`config.mk`:
```
export PLATFORM = sky130hd
export DESIGN_NAME = giq_qualifier
export DESIGN_NICKNAME = d
export VERILOG_FILES = /design/src/rtl/giq_pkg.sv /design/src/rtl/giq_pin_filter.sv /design/src/rtl/giq_qualifier.sv
export SDC_FILE = /design/constraint.sdc
export NUM_CORES = 1
export LEC_CHECK = 0
export BUFFER_PORTS_ARGS = -buffer_cell sky130_fd_sc_hd__buf_2
export CAP_MARGIN = 20
export CORE_MARGIN = 10
export CORE_UTILIZATION = 30
export DETAILED_ROUTE_END_ITERATION = 6
export HOLD_SLACK_MARGIN = 0.05
export PLACE_DENSITY = 0.54
export SLEW_MARGIN = 20
export SYNTH_ARGS = -nofsm -noshare
export SYNTH_HDL_FRONTEND = slang
export SYNTH_SLANG_ARGS = --single-unit
```
`constraint.sdc`:
```
create_clock -name clk -period 5.8 [get_ports clk]
set_clock_uncertainty 0.2 [all_clocks]
set_input_delay 0.29 -clock clk [delete_from_list [all_inputs] [get_ports clk]]
set_output_delay 0.29 -clock clk [all_outputs]
set_load 0.03 [all_outputs]
```
`src/rtl/giq_pkg.sv`:
```
// constants and carrier types for the gpio input qualifier
// assumes one system clock; pins arrive asynchronous to it
//
// Overview of operation
// period zero samples every clock
// period n samples every 2n clocks
// period field eight bits, full range
// one period setting per eight pins
// three or six samples, chosen per pin
// three-sample window is two periods
// six-sample window is five periods
// excursions shorter than window are ignored
// driver holds level window plus period
// same widths apply to int2/conv start
// wake request lasts 2, or 5+window
// active resume within 20 plus window
// sleeping flash resume within 1050 plus window
// latency ends at next instruction start
// leave idle on int, watchdog, nmi, reset
// each pin holds level until agreement
package giq_pkg;
	localparam int unsigned SYS_CLK_MHZ      = 125;
	localparam int unsigned PERIOD_W         = 8;
	localparam int unsigned GROUP_PINS       = 8;
	localparam int unsigned SAMPLES_3        = 3;
	localparam int unsigned SAMPLES_6        = 6;
	localparam int unsigned RESUME_ACTIVE_CYC = 20;
	localparam int unsigned RESUME_SLEEP_CYC = 1050;
	localparam int unsigned RESUME_W         = 12;
	localparam logic [PERIOD_W-1:0] PERIOD_RST = 8'h00;

	typedef enum logic {
		GIQ_RUN,
		GIQ_IDLE
	} giq_pwr_t;

	typedef struct packed {
		logic enabled_int;
		logic watchdog_interrupt;
		logic ext_nonmaskable_interrupt;
		logic reset_pin;
	} giq_wake_t;
endpackage

```
`src/rtl/giq_pin_filter.sv`:
```
// one pin: sample history and qualified level
// assumes pin already synchronised and a shared sample strobe
`timescale 1ns/1ns
module giq_pin_filter
	import giq_pkg::*;
(
	// clock and reset
	input  wire logic clk,
	input  wire logic srst,
	// sampling
	input  wire logic sample_en,
	input  wire logic six_mode,
	input  wire logic pin_sync,
	// result
	output logic      qual_out
);
	logic [5:0] hist;

	// shift history on each sample
	always_ff @(posedge clk) begin
		if (srst)
			hist <= 6'h00;
		else if (sample_en)
			hist <= {hist[4:0], pin_sync};
	end

	// accept only when all selected samples agree
	always_ff @(posedge clk) begin
		if (srst)
			qual_out <= 1'b0;
		else if (six_mode) begin
			if (&hist)
				qual_out <= 1'b1;
			else if (~|hist)
				qual_out <= 1'b0;
		end else begin
			if (&hist[2:0])
				qual_out <= 1'b1;
			else if (~|hist[2:0])
				qual_out <= 1'b0;
		end
	end

	chk_glitch_hold: assert property (@(posedge clk) disable iff (srst)
		(!six_mode && !(&hist[2:0]) && !(~|hist[2:0])) |=> $stable(qual_out))
		else $error("qualified level moved without agreement");
endmodule

```
`src/rtl/giq_qualifier.sv`:
```
// gpio input qualifier with idle wake-up sequencing
// assumes pins asynchronous to clk; controls from same-clock logic
`timescale 1ns/1ns
module giq_qualifier
	import giq_pkg::*;
#(
	parameter int unsigned NPINS = 16
)(
	// clock and reset
	input  wire logic                         clk,
	input  wire logic                         srst,
	// pins
	input  wire logic [NPINS-1:0]             gpio_pin,
	input  wire logic                         ext_int2_conv_start,
	// configuration
	input  wire logic [NPINS/GROUP_PINS-1:0][PERIOD_W-1:0] qual_period_field,
	input  wire logic [NPINS-1:0]             qual_sample_select,
	input  wire logic [NPINS-1:0]             qual_enable,
	// low power
	input  wire logic                         idle_enter,
	input  wire logic                         flash_sleep,
	input  wire giq_pkg::giq_wake_t           wake_src,
	// results
	output logic [NPINS-1:0]                  gpio_qual,
	output logic                              int2_qual,
	output logic                              idle_active,
	output logic                              resume_pulse
);
	import giq_pkg::*;

	localparam int unsigned NGRP = NPINS / GROUP_PINS;

	logic [NPINS:0] meta;
	logic [NPINS:0] sync;
	logic [NGRP-1:0][PERIOD_W:0] cnt;
	logic [NGRP-1:0] strobe;
	logic [NPINS:0] filt;
	giq_pwr_t pwr;
	logic [RESUME_W-1:0] resume_cnt;
	logic [NGRP-1:0][PERIOD_W:0] div_end;
	logic                wake_hit;
	logic                wake_armed;
	logic                wake_slept;
	logic [RESUME_W-1:0] wake_age;

	// sample period in clocks, minus one
	function automatic logic [PERIOD_W:0] period_last(input logic [PERIOD_W-1:0] p);
		if (p == PERIOD_RST)
			return '0;
		return {p, 1'b0} - 9'h001;
	endfunction

	// two-flop synchroniser
	always_ff @(posedge clk) begin
		if (srst) begin
			meta <= '0;
			sync <= '0;
		end else begin
			meta <= {ext_int2_conv_start, gpio_pin};
			sync <= meta;
		end
	end

	// per-group sample strobe
	always_comb begin
		for (int g = 0; g < NGRP; g++) begin
			div_end[g] = period_last(qual_period_field[g]);
			strobe[g]  = (cnt[g] >= div_end[g]);
		end
	end

	always_ff @(posedge clk) begin
		for (int g = 0; g < NGRP; g++) begin
			if (srst || strobe[g])
				cnt[g] <= '0;
			else
				cnt[g] <= cnt[g] + 9'h001;
		end
	end

	// filters; int2 shares group 0 period and pin 0 select
	for (genvar i = 0; i <= NPINS; i++) begin : g_pin
		localparam int unsigned GI = (i == NPINS) ? 0 : i / GROUP_PINS;
		localparam int unsigned SI = (i == NPINS) ? 0 : i;
		giq_pin_filter u_f (
			.clk      (clk),
			.srst     (srst),
			.sample_en(strobe[GI]),
			.six_mode (qual_sample_select[SI]),
			.pin_sync (sync[i]),
			.qual_out (filt[i])
		);
	end

	// output select: synchronous or qualified
	always_ff @(posedge clk) begin
		if (srst) begin
			gpio_qual <= '0;
			int2_qual <= 1'b0;
		end else begin
			for (int i = 0; i < NPINS; i++)
				gpio_qual[i] <= qual_enable[i] ? filt[i] : sync[i];
			int2_qual <= qual_enable[0] ? filt[NPINS] : sync[NPINS];
		end
	end

	// idle state and wake sources
	always_ff @(posedge clk) begin
		if (srst)
			pwr <= GIQ_RUN;
		else begin
			unique case (pwr)
				GIQ_RUN:  if (idle_enter) pwr <= GIQ_IDLE;
				GIQ_IDLE: if (|wake_src) pwr <= GIQ_RUN;
			endcase
		end
	end

	always_ff @(posedge clk) begin
		if (srst)
			idle_active <= 1'b0;
		else
			idle_active <= (pwr == GIQ_IDLE) && !(|wake_src);
	end

	// resume latency to next instruction start
	always_ff @(posedge clk) begin
		if (srst) begin
			resume_cnt   <= '0;
			resume_pulse <= 1'b0;
		end else begin
			resume_pulse <= 1'b0;
			if (pwr == GIQ_IDLE && |wake_src)
				resume_cnt <= flash_sleep ? RESUME_W'(RESUME_SLEEP_CYC - 1)
				                          : RESUME_W'(RESUME_ACTIVE_CYC - 1);
			else if (resume_cnt != '0) begin
				resume_cnt <= resume_cnt - 12'h001;
				resume_pulse <= (resume_cnt == 12'h001);
			end
		end
	end

	// wake seen while idle
	assign wake_hit = (pwr == GIQ_IDLE) && (|wake_src);

	// age of the pending wake, for the latency checks
	always_ff @(posedge clk) begin
		if (srst) begin
			wake_armed <= 1'b0;
			wake_slept <= 1'b0;
			wake_age   <= '0;
		end else if (wake_hit) begin
			wake_armed <= 1'b1;
			wake_slept <= flash_sleep;
			wake_age   <= 12'h001;
		end else if (wake_armed) begin
			wake_armed <= !resume_pulse;
			wake_age   <= wake_age + 12'h001;
		end
	end

	// strobe, resume, wake-exit, counter and path checks
	chk_zero_period: assert property (@(posedge clk) disable iff (srst)
		(qual_period_field[0] == 8'h00) |-> strobe[0])
		else $error("period zero must strobe every clock");
	chk_strobe_spacing: assert property (@(posedge clk) disable iff (srst)
		(strobe[NGRP-1] && qual_period_field[NGRP-1] == 8'h01 && $stable(qual_period_field[NGRP-1]))
		|=> !strobe[NGRP-1] ##1 strobe[NGRP-1])
		else $error("period one must strobe every two clocks");
	chk_active_resume: assert property (@(posedge clk) disable iff (srst)
		(pwr == GIQ_IDLE && |wake_src && !flash_sleep) |-> ##20 resume_pulse)
		else $error("active resume not at twenty clocks");
	chk_sleep_resume: assert property (@(posedge clk) disable iff (srst)
		(wake_armed && wake_slept && wake_age == RESUME_W'(RESUME_SLEEP_CYC)) |-> resume_pulse)
		else $error("sleep resume not at its latency");
	chk_wake_exit: assert property (@(posedge clk) disable iff (srst)
		(pwr == GIQ_IDLE && |wake_src) |=> pwr == GIQ_RUN)
		else $error("wake source did not leave idle");
	chk_sync_path: assert property (@(posedge clk) disable iff (srst)
		!qual_enable[0] |=> gpio_qual[0] == $past(sync[0]))
		else $error("synchronous path mismatch");
	chk_int2_path: assert property (@(posedge clk) disable iff (srst)
		!qual_enable[0] |=> int2_qual == $past(sync[NPINS]))
		else $error("int2 synchronous path mismatch");
	chk_group_period: assert property (@(posedge clk) disable iff (srst)
		cnt[0] <= 9'h1fe)
		else $error("group counter overran");

	// idle, resume and qualified path checks
	chk_resume_exact: assert property (@(posedge clk) disable iff (srst)
		(wake_armed && resume_pulse) |->
		wake_age == (wake_slept ? RESUME_W'(RESUME_SLEEP_CYC) : RESUME_W'(RESUME_ACTIVE_CYC)))
		else $error("resume pulse off its latency");
	chk_sleep_bound: assert property (@(posedge clk) disable iff (srst)
		wake_armed |-> wake_age <= RESUME_W'(RESUME_SLEEP_CYC))
		else $error("sleep resume overran");
	chk_active_bound: assert property (@(posedge clk) disable iff (srst)
		(wake_armed && !wake_slept) |-> wake_age <= RESUME_W'(RESUME_ACTIVE_CYC))
		else $error("active resume overran");
	chk_idle_flag: assert property (@(posedge clk) disable iff (srst)
		idle_active |-> ($past(pwr) == GIQ_IDLE) && !$past(|wake_src))
		else $error("idle flag without idle state");
	chk_run_hold: assert property (@(posedge clk) disable iff (srst)
		(pwr == GIQ_RUN && !idle_enter) |=> pwr == GIQ_RUN)
		else $error("left run without idle request");
	chk_idle_entry: assert property (@(posedge clk) disable iff (srst)
		(pwr == GIQ_RUN && idle_enter) |=> pwr == GIQ_IDLE)
		else $error("idle request not taken");
	chk_resume_single: assert property (@(posedge clk) disable iff (srst)
		resume_pulse |=> !resume_pulse)
		else $error("resume pulse longer than one cycle");
	chk_qual_follow: assert property (@(posedge clk) disable iff (srst)
		qual_enable[0] |=> gpio_qual[0] == $past(filt[0]))
		else $error("qualified path mismatch");
	chk_int2_qual: assert property (@(posedge clk) disable iff (srst)
		qual_enable[0] |=> int2_qual == $past(filt[NPINS]))
		else $error("int2 qualified path mismatch");

	cov_wake: cover property (@(posedge clk) resume_pulse);
	cov_idle: cover property (@(posedge clk) pwr == GIQ_IDLE);
	cov_qual_rise: cover property (@(posedge clk) $rose(gpio_qual[0]) && qual_enable[0]);
	cov_sleep_resume: cover property (@(posedge clk) resume_pulse && wake_slept);
	cov_int2_sync: cover property (@(posedge clk) $rose(int2_qual) && !qual_enable[0]);
endmodule

```
Yosys cells after proc, flatten, opt, wreduce, memory -nomap -nowiden
Cells that the tools add are included.
{"block": "totals", "regBits": 203, "inputBits": 73, "output_inout_bits": 19, "elab_cells": 298}
{"block": "classes", "addsub": 5, "magnitude_cmp": 2, "eq_ne": 35, "mux": 114, "bitwise": 2, "n_reduce_logical": 96}
{"operator": "two-way mux 1 bit", "n": 106}
{"operator": "!= test 3 x 2 -> 1 bit (second input constant)", "n": 34}
{"operator": "AND reduction 6 bit", "n": 17}
{"operator": "OR reduction 6 bit", "n": 17}
{"operator": "OR reduction 3 bit", "n": 18}
{"operator": "AND reduction 3 bit", "n": 17}
{"operator": "two-way mux 9 bit", "n": 4}
{"operator": "AND reduction 2 bit", "n": 17}
{"operator": "two-way mux 12 bit", "n": 2}
{"operator": "adder 9 x 1 -> 9 bit (second input constant)", "n": 2}
{"operator": "greater-or-equal comparator 9 bit", "n": 2}
{"operator": "subtractor 9 x 1 -> 9 bit (second input constant)", "n": 2}
{"operator": "logical NOT 8 bit", "n": 2}
{"operator": "equality test 12 x 1 -> 1 bit (second input constant)", "n": 1}
{"operator": "nonzero test 12 bit", "n": 1}
{"operator": "subtractor 12 x 1 -> 12 bit (second input constant)", "n": 1}
{"operator": "two-way mux 11 bit", "n": 1}
{"operator": "OR reduction 4 bit", "n": 1}
{"operator": "logical AND 1 bit", "n": 2}
{"operator": "logical OR 1 bit", "n": 2}
{"operator": "inverter 1 bit", "n": 2}
{"operator": "case mux 1 bit (2 select lines)", "n": 1}
{"operator": "nonzero test 2 bit", "n": 1}
{"operator": "logical NOT 1 bit", "n": 1}

Longest topological paths before layout
Gate-level depths: netlist of run 1.
{"block": "logic_depth", "word_depth": 5, "ltp_mapped": 13, "mapped_depth_nobuf": 11}

Hierarchy
Synthesis of run 1 repeated with hierarchy kept, for this count alone.
{"block": "unflattened", "cells_unflattened": 896, "area_unflattened_um2": 8475.6}
{"mod": "giq_pin_filter", "n_inst": 17, "cells_per_inst": 30, "area_each_um2": 281.5, "seq_area_each_um2": 140.1}
{"mod": "giq_qualifier", "n_inst": 1, "cells_per_inst": 386, "area_each_um2": 3689.8, "seq_area_each_um2": 1681.6}

Worst setup path after synthesis of run 1
No wires, ideal clock.
{"block": "synth_timing", "path_kind": "input-to-reg", "startpoint": "in qual_period_field[8] in the netlist's numbering", "endpoint": "reg g_pin[10].u_f.hist[4]", "arrival_time_ns": 2.530, "required_time_ns": 5.528, "path_slack_ns": 2.998, "cell_stages": 12, "n_path_buf": 1, "path_cell_list": "inv_1 -> ha_1 -> nand2b_1 -> nor4_1 -> xor2_1 -> nand2_1 -> ha_1 -> and4_1 -> nor3b_2 -> a311oi_4 -> buf_6 -> mux2i_1"}
{"block": "synth_via", "elab_chain_cells": 4, "elab_cells_between_ends": 5, "classes_between": "add/sub: 1; order compare: 1; mux: 2; reduce/logical: 1"}
{"element": "start: declaration", "line": "giq_qualifier.sv:16", "rtl": "input wire logic [NPINS/GROUP_PINS-1:0][PERIOD_W-1:0] qual_period_field,"}
{"element": "parallel branches: the longest is 2 deep, another holds subtractor 9 x 1 -> 9 bit"}
{"element": "two-way mux 9 bit *", "line": "giq_qualifier.sv:50", "rtl": "return {p, 1'b0} - 9'h001;"}
{"element": "greater-or-equal comparator 9 bit *", "line": "giq_qualifier.sv:68", "rtl": "strobe[g] = (cnt[g] >= div_end[g]);"}
{"element": "end signal: assignment", "line": "giq_pin_filter.sv:24", "rtl": "hist <= {hist[4:0], pin_sync};"}
{"element": "end: declaration", "line": "giq_pin_filter.sv:17", "rtl": "logic [5:0] hist;"}
Mark *: on every way between the ends.
A chain may end at the register's enable or synchronous reset.

Final worst setup path of run 1
{"block": "layout_timing", "startpoint": "in qual_period_field[0] in the netlist's numbering", "endpoint": "reg g_pin[0].u_f.hist[2]"}
{"block": "layout_via", "elab_chain_cells": 4, "elab_cells_between_ends": 5, "classes_between": "add/sub: 1; order compare: 1; mux: 2; reduce/logical: 1"}
{"element": "parallel branches: the longest is 2 deep, another holds subtractor 9 x 1 -> 9 bit"}
{"element": "two-way mux 9 bit *", "line": "giq_qualifier.sv:50"}
{"element": "greater-or-equal comparator 9 bit *", "line": "giq_qualifier.sv:68"}
{"element": "end signal: assignment", "line": "giq_pin_filter.sv:24"}
{"element": "end: declaration", "line": "giq_pin_filter.sv:17"}
Marked as above.

==> results of run 1 <==
## stage by stage
step / util / power, W / worst slack [ns] / instances / hold WS [ns]
after detailed placement: 0.332 / 0.00197 / 2.20 / 1306 / 0.222
final: 0.385 / 0.00349 / 2.71 / 1414 / 0.173
after global routing: 0.385 / 0.00368 / 2.42 / 1414 / 0.247
after global placement: 0.332 / 0.00197 / 2.25 / 1306 / 0.218
after CTS: 0.385 / 0.00356 / 2.74 / 1414 / 0.141
after floorplan: - / 0.00186 / 3.00 / 867 / 0.206
## registers in the layout (all words and copies together) (netlist names)
signal and count:
resume_cnt 12, pwr 1, gpio_qual 16, g_pin.u_f.hist 102, sync 17, int2_qual 1, cnt 18, resume_pulse 1
meta 17, idle_active 1, g_pin.u_f.qual_out 17
## cell families (layout without fill, tap and decap cells)
| kind of cell | Yosys count | after routing | share of synthesized area |
|---|---|---|---|
| XOR/XNOR | 31 | 31 | 0.0323 |
| flip-flops | 203 | 203 | 0.484 |
| multiplexers | 119 | 119 | 0.142 |
| adder cells (fa/ha/maj) | 26 | 26 | 0.0388 |
| AO/OA/AOI/OAI | 96 | 96 | 0.0830 |
| buffers and inverters | 46 | 215 | 0.0253 |
| AND/OR/NAND/NOR | 346 | 346 | 0.195 |
## cell usage in the layout, fill, tap and decap left out, types with 6 or more instances in the layout
cell           count
nor4_1             6
inv_1              9
xor2_1            13
nand4_1           16
nand3_1           25
o41ai_1           15
o31a_1            14
a21oi_1           37
buf_2             90
nor3_1            28
nand2_1          173
mux2i_1          119
nand2b_1           6
dfxtp_1          203
dlygate4sd3_1     66
nor2_1            40
ha_1              26
nor2b_1           38
buf_4              7
o21ai_0            7
xnor2_1           18
clkbuf_16         24
## layer usage
| metal | vias to the layer above | global-route usage | share of wire |
|---|---|---|---|
| li1 | 3368 | - | - |
| met1 | 2962 | 0.133 | 0.48 |
| met2 | 101 | 0.161 | 0.45 |
| met3 | 29 | 0.0222 | 0.049 |
| met4 | 0 | 0.0344 | 0.021 |
| met5 | - | 0 | 0 |
## area by class of cell
| type | instances | area (um2) |
|---|---|---|
| repair buffers | 163 | 1160 |
| clock buffers | 32 | 671 |
| fillers | 2770 | 17000 |
| flip-flops and latches | 203 | 4060 |
| multi-input cells | 618 | 4120 |
| well taps | 378 | 473 |
| inverters | 10 | 40.0 |
| clock inverters | 10 | 141 |
## worst min-delay path by stage
stage / from / endpoint / slack, ns / cells past startpoint
3_5_place_dp: meta[15] / sync[15] / 0.22 / 1
5_1_grt: meta[10] / sync[10] / 0.25 / 1
4_1_cts: wake_src[3] / resume_cnt[4] / 0.14 / 4
3_3_place_gp: meta[11] / sync[11] / 0.22 / 1
6_report: wake_src[3] / resume_cnt[4] / 0.17 / 4
2_1_floorplan: idle_enter / pwr / 0.21 / 2
## worst max-delay path, cell delays in order
cell and delay (ns):
buf_2 0.10, inv_1 0.08, ha_1 0.19, nand2b_1 0.08, nor4_1 0.26, xor2_1 0.18
nand2_1 0.07, ha_1 0.30, nand4_1 0.12, nor2_1 0.24, a211o_2 0.76, buf_4 0.40
mux2i_1 0.22
## power groups by stage
stage	Sequential, W	Combinational [W]	Clock (W)
finish	0.00152	0.000451	0.00152
global placement	0.00154	0.000422	0
CTS	0.00151	0.000459	0.00158
detailed placement	0.00154	0.000424	0
global route	0.00152	0.000519	0.00164
floorplan	0.00154	0.000322	0
==> flow_summary.toml, run 1 <==
[outcome]
status = "complete, no violations"

[drt]
ant_nets = 0
wirelength_um = 17900
vias = 6460
avgRoutedWirePerCell_um = 12.7
firstDrtPassIters = 4
drt_iter0_markers = 302
drc = 0
viasPerCell = 4.57

[synthesis]
ys_warn_count = 0
synth_area_leaders = "dfxtp_1 (48%), mux2i_1 (14%), nand2_1 (7.7%)"
avgSynthCellArea_um2 = 9.68
synth_top_cell_area_share = 0.484
async_reset_ff_frac = 0
yosysMostFrequentCell = "dfxtp_1"
ys_seq_area_frac = 0.484
syn-cell-area_um2 = 8390
syn_inst = 867
ys_ff_latch = 203
ys.flop_type = "dfxtp_1"
synth-edff-count = 0
netlist.top_cell.by_area = "dfxtp_1"
syn_nets = 966
yosys.cell_types.count = 50
yosys-top-cells-count = "dfxtp_1 (203), nand2_1 (173), mux2i_1 (119), nor2_1 (40), nor2b_1 (38)"

[floorplanning]
die-area_um2 = 35100
initial_core_util = 0.303
num_io_pins = 92
die_h_um = 187
die_w_um = 187
rows = 61
coreArea_um2 = 27700

[layout]
area_growth_pct = 27.1
n_antenna_cell = 0
fin_nets = 1119
drive_gt1_frac = 0.145
final_area_um2 = 10700

[global_routing]
antenna_found_initial = 0
overflow = 0
grt_pass1_wl_um = 31200
grt_pass1_vias = 6491
grt_usage = 0.102
grt_start_max_net_pins = 72

[pwr]
intPower_w = 0.00261
p_comb_frac = 0.129
p_per_area_nw_per_um2 = 327
p_sw_w = 0.000876
p_seq_frac = 0.434
p_sw_frac = 0.251
p_leak_nw = 4.26
clkPwrFrac = 0.436
vdd_drop_max_mv = 0.186

[placement]
dp_hpwl_um = 11700
place_congestion = 0.741
placed_area_um2 = 9200
numPortBuffers = 91

[clock_network]
cts_buffer_depth = 3
holdBufCountCts = 66
cts.htree.levels = 1
clock_latency_ns = 0.52
cts_tree = "done"
cts-root-buf = "clkbuf_16"
cts_resized = 0
clkTransAtPathRegs_ns = 0.06
post_cts_buffers = 0
numCtsBuffers = 24
cts_num_sinks = 203

[sta]
worstMarginPinSlew_ns = 0.880
relSlewSlack = 0.413
setup_tns_ns = 0
maxSlewViolCount = 0
rsz0062_at_grt = "no"
fmax_mhz = 324
final_hold_viol_count = 0
setup-violations-final = 0
period_share = 0.532
fin_crit_ns = 3.09

[min_path]
hold_class = "in -> reg"

[worst_setup_path]
timing.rr.end = "g_pin[0].u_f.hist[2]"
regToRegSetupSlack_ns = 3.10
worstPathArrival_ns = 3.32
r2r-start = "cnt[6]"
worstSetupPathType = "in -> reg"
crit_path_max_fanout = 33
critical_path_required_ns = 6.03
critPathLaunch = "qual_period_field[0]"
reg2reg_depth = 6
cp-end-kind = "register"
startpoint_type = "input pin"
endpoint = "g_pin[0].u_f.hist[2]"

[job]
maxCapViolCount = 0
Note: power is estimated with default switching activity, not from simulation.
==> run 2: changes to the inputs <==
Settings changed: ABC_AREA set to 1.
Clock period 5.8 ns to 2.9 ns, I/O delays scaled along.
==> flow_summary.toml, run 2 <==
[clock_network]
clock_latency_ns = 0.52
clkTransAtPathRegs_ns = 0.06
cts.htree.levels = 1
numCtsBuffers = 25
post_cts_buffers = 0
cts_buffer_depth = 3
cts_tree = "done"
cts-root-buf = "clkbuf_16"
cts_resized = 0
cts_num_sinks = 203

[sta]
maxSlewViolCount = 0
worstMarginPinSlew_ns = 0.543
fmax_mhz = 451
setup-violations-final = 0
setup_tns_ns = 0
fin_crit_ns = 2.22
final_hold_viol_count = 0
rsz0062_at_grt = "no"
relSlewSlack = 0.638
worst_slack_ns = 0.681
hold_slack_ns = 0.140
period_share = 0.765

[synthesis]
synth-edff-count = 0
synth_area_leaders = "dfxtp_1 (42%), nand3_1 (8.9%), nand2_1 (8.3%)"
syn-cell-area_um2 = 9640
ys_seq_area_frac = 0.422
yosysMostFrequentCell = "nand2_1"
synth.area.mux_share = 0
synthAdderAreaFrac = 0.0338
async_reset_ff_frac = 0
yosys-top-cells-count = "nand2_1 (212), nor2_1 (205), dfxtp_1 (203), inv_1 (203), nand3_1 (172)"
synth_top_family_by_area = "simple AND/OR/NAND/NOR gates"
ys_warn_count = 0
syn_inst = 1371
ys.flop_type = "dfxtp_1"
yosys.area_share.simple = 0.287
ys_ff_latch = 203
synth_xor_area_frac = 0.0127
synth_compound_area_frac = 0.126
synth_top_cell_area_share = 0.422
syn_nets = 1470
avgSynthCellArea_um2 = 7.03
netlist.top_cell.by_area = "dfxtp_1"
yosys.cell_types.count = 30

[worst_setup_path]
critical_path_required_ns = 3.15
startpoint_type = "input pin"
cp-end-kind = "register"
crit_path_max_fanout = 3
worstSetupPathType = "in -> reg"
worstPathArrival_ns = 2.47

[global_routing]
overflow = 0
grt_start_max_net_pins = 98
grt_pass1_vias = 8127
antenna_found_initial = 0
grt_usage = 0.111
grt_pass1_wl_um = 38000

[floorplanning]
rows = 65
num_io_pins = 92
die_w_um = 199
initial_core_util = 0.305
die-area_um2 = 39700
coreArea_um2 = 31600
die_h_um = 199

[outcome]
status = "complete, no violations"

[drt]
firstDrtPassIters = 6
drt_iter0_markers = 504
ant_nets = 0
viasPerCell = 4.52
avgRoutedWirePerCell_um = 11.6
vias = 8706
wirelength_um = 22300
drc = 0

[layout]
largestRegisters = "g_pin.u_f.hist x102, cnt x18"
layout_commonest_cell = "nand2_1"
area_growth_pct = 24.3
final_core_util = 0.379
n_antenna_cell = 0
largest_reg_flops = 102
multi_input_area_um2 = 4440
seqCellArea_um2 = 4060
instances_no_fill = 1928
fin_nets = 1608
drive_gt1_frac = 0.116
most-common-layout-cells = "nand2_1 (212), nor2_1 (205), dfxtp_1 (203)"
regMostFlops = "g_pin.u_f.hist"
n_fill_cell = 3307

[min_path]
hold_class = "in -> reg"

[placement]
dp_hpwl_um = 14900
pre_cts_ws_ns = 0.214
numPortBuffers = 91
dpl.cell_count = 1818
place_congestion = 0.798

[pwr]
vdd_drop_max_mv = 0.370
p_per_area_nw_per_um2 = 602
p_leak_nw = 6.01

[job]
maxCapViolCount = 0
## run 2: cell types whose count changed in the layout (fill, tap and decap cells not counted), sizes merged, moves of 13 or more
cell   before  now
nor2       40  208
nor3       28    8
o41ai      15    0
inv        10  204
o31a       15    0
nand3      25  174
mux2i     119    0
a21oi      37  156
nand2     173  216
nor2b      38    0
buf        97  110
o21ai       9   44
## run 2: final timing paths
kind	startpoint	end	slack, ns	depth (start not counted)
min	wake_src[2]	resume_cnt[10]	0.14	6
max	wake_src[0]	resume_cnt[1]	0.68	9
min reg2reg	meta[14]	sync[14]	0.20	2
max reg2reg	cnt[9]	cnt[12]	0.76	10
## run 2: through the flow
step           instance area [um2]  total power, W
6_report                     12000         0.00721
5_1_grt                      12000         0.00762
4_1_cts                      12000         0.00734
3_5_place_dp                 10500         0.00409
3_3_place_gp                 10500         0.00408
2_1_floorplan                 9640         0.00383
## run 2: critical path, cell delays in order
cell and delay, ns:
dlygate4sd3_1 0.54, buf_2 0.12, nor2_1 0.08, dlygate4sd3_1 0.55, nand2_1 0.08, dlygate4sd3_1 0.60, nand3_1 0.13, nand3_1 0.09
a21oi_1 0.12
## run 2: logic make-up (layout without fill, tap and decap cells)
logic type / count (synthesis) / in the layout
compound gates: 223 / 223
fa+ha+maj: 26 / 26
xor+xnor: 14 / 14
flops: 203 / 203
buf+inv: 268 / 423
simple gates: 637 / 637
## run 2: final cells by class
| type | instances | share of cell area |
|---|---|---|
| clock buffer | 38 | 0.0613 |
| clock inverter | 6 | 0.00731 |
| inverter | 203 | 0.0638 |
| multi-input combinational | 900 | 0.371 |
| sequential | 203 | 0.339 |
| tap | 402 | 0.0420 |
| timing repair buffer | 176 | 0.116 |
## run 2: repair_timing
action / 4_1_cts / 5_1_grt
hold buffers: 66 / 0
setup endpoints to repair: 0 / 0
endpoints found under the hold margin: 99 / 0
## run 2: metal layers
metal	global-route usage	routed length [um]	up-vias
li1	-	-	4668
met1	0.145	10800	3866
met2	0.181	9930	139
met3	0.0230	1040	33
met4	0.0285	479	0
met5	0	0	-
## run 2: where the power goes
part | internal, W | total, W | switching (W)
logic | 0.000425 | 0.00108 | 0.000656
clock network | 0.00191 | 0.00311 | 0.00120
registers | 0.00292 | 0.00302 | 0.0000941
total | 0.00526 | 0.00721 | 0.00195
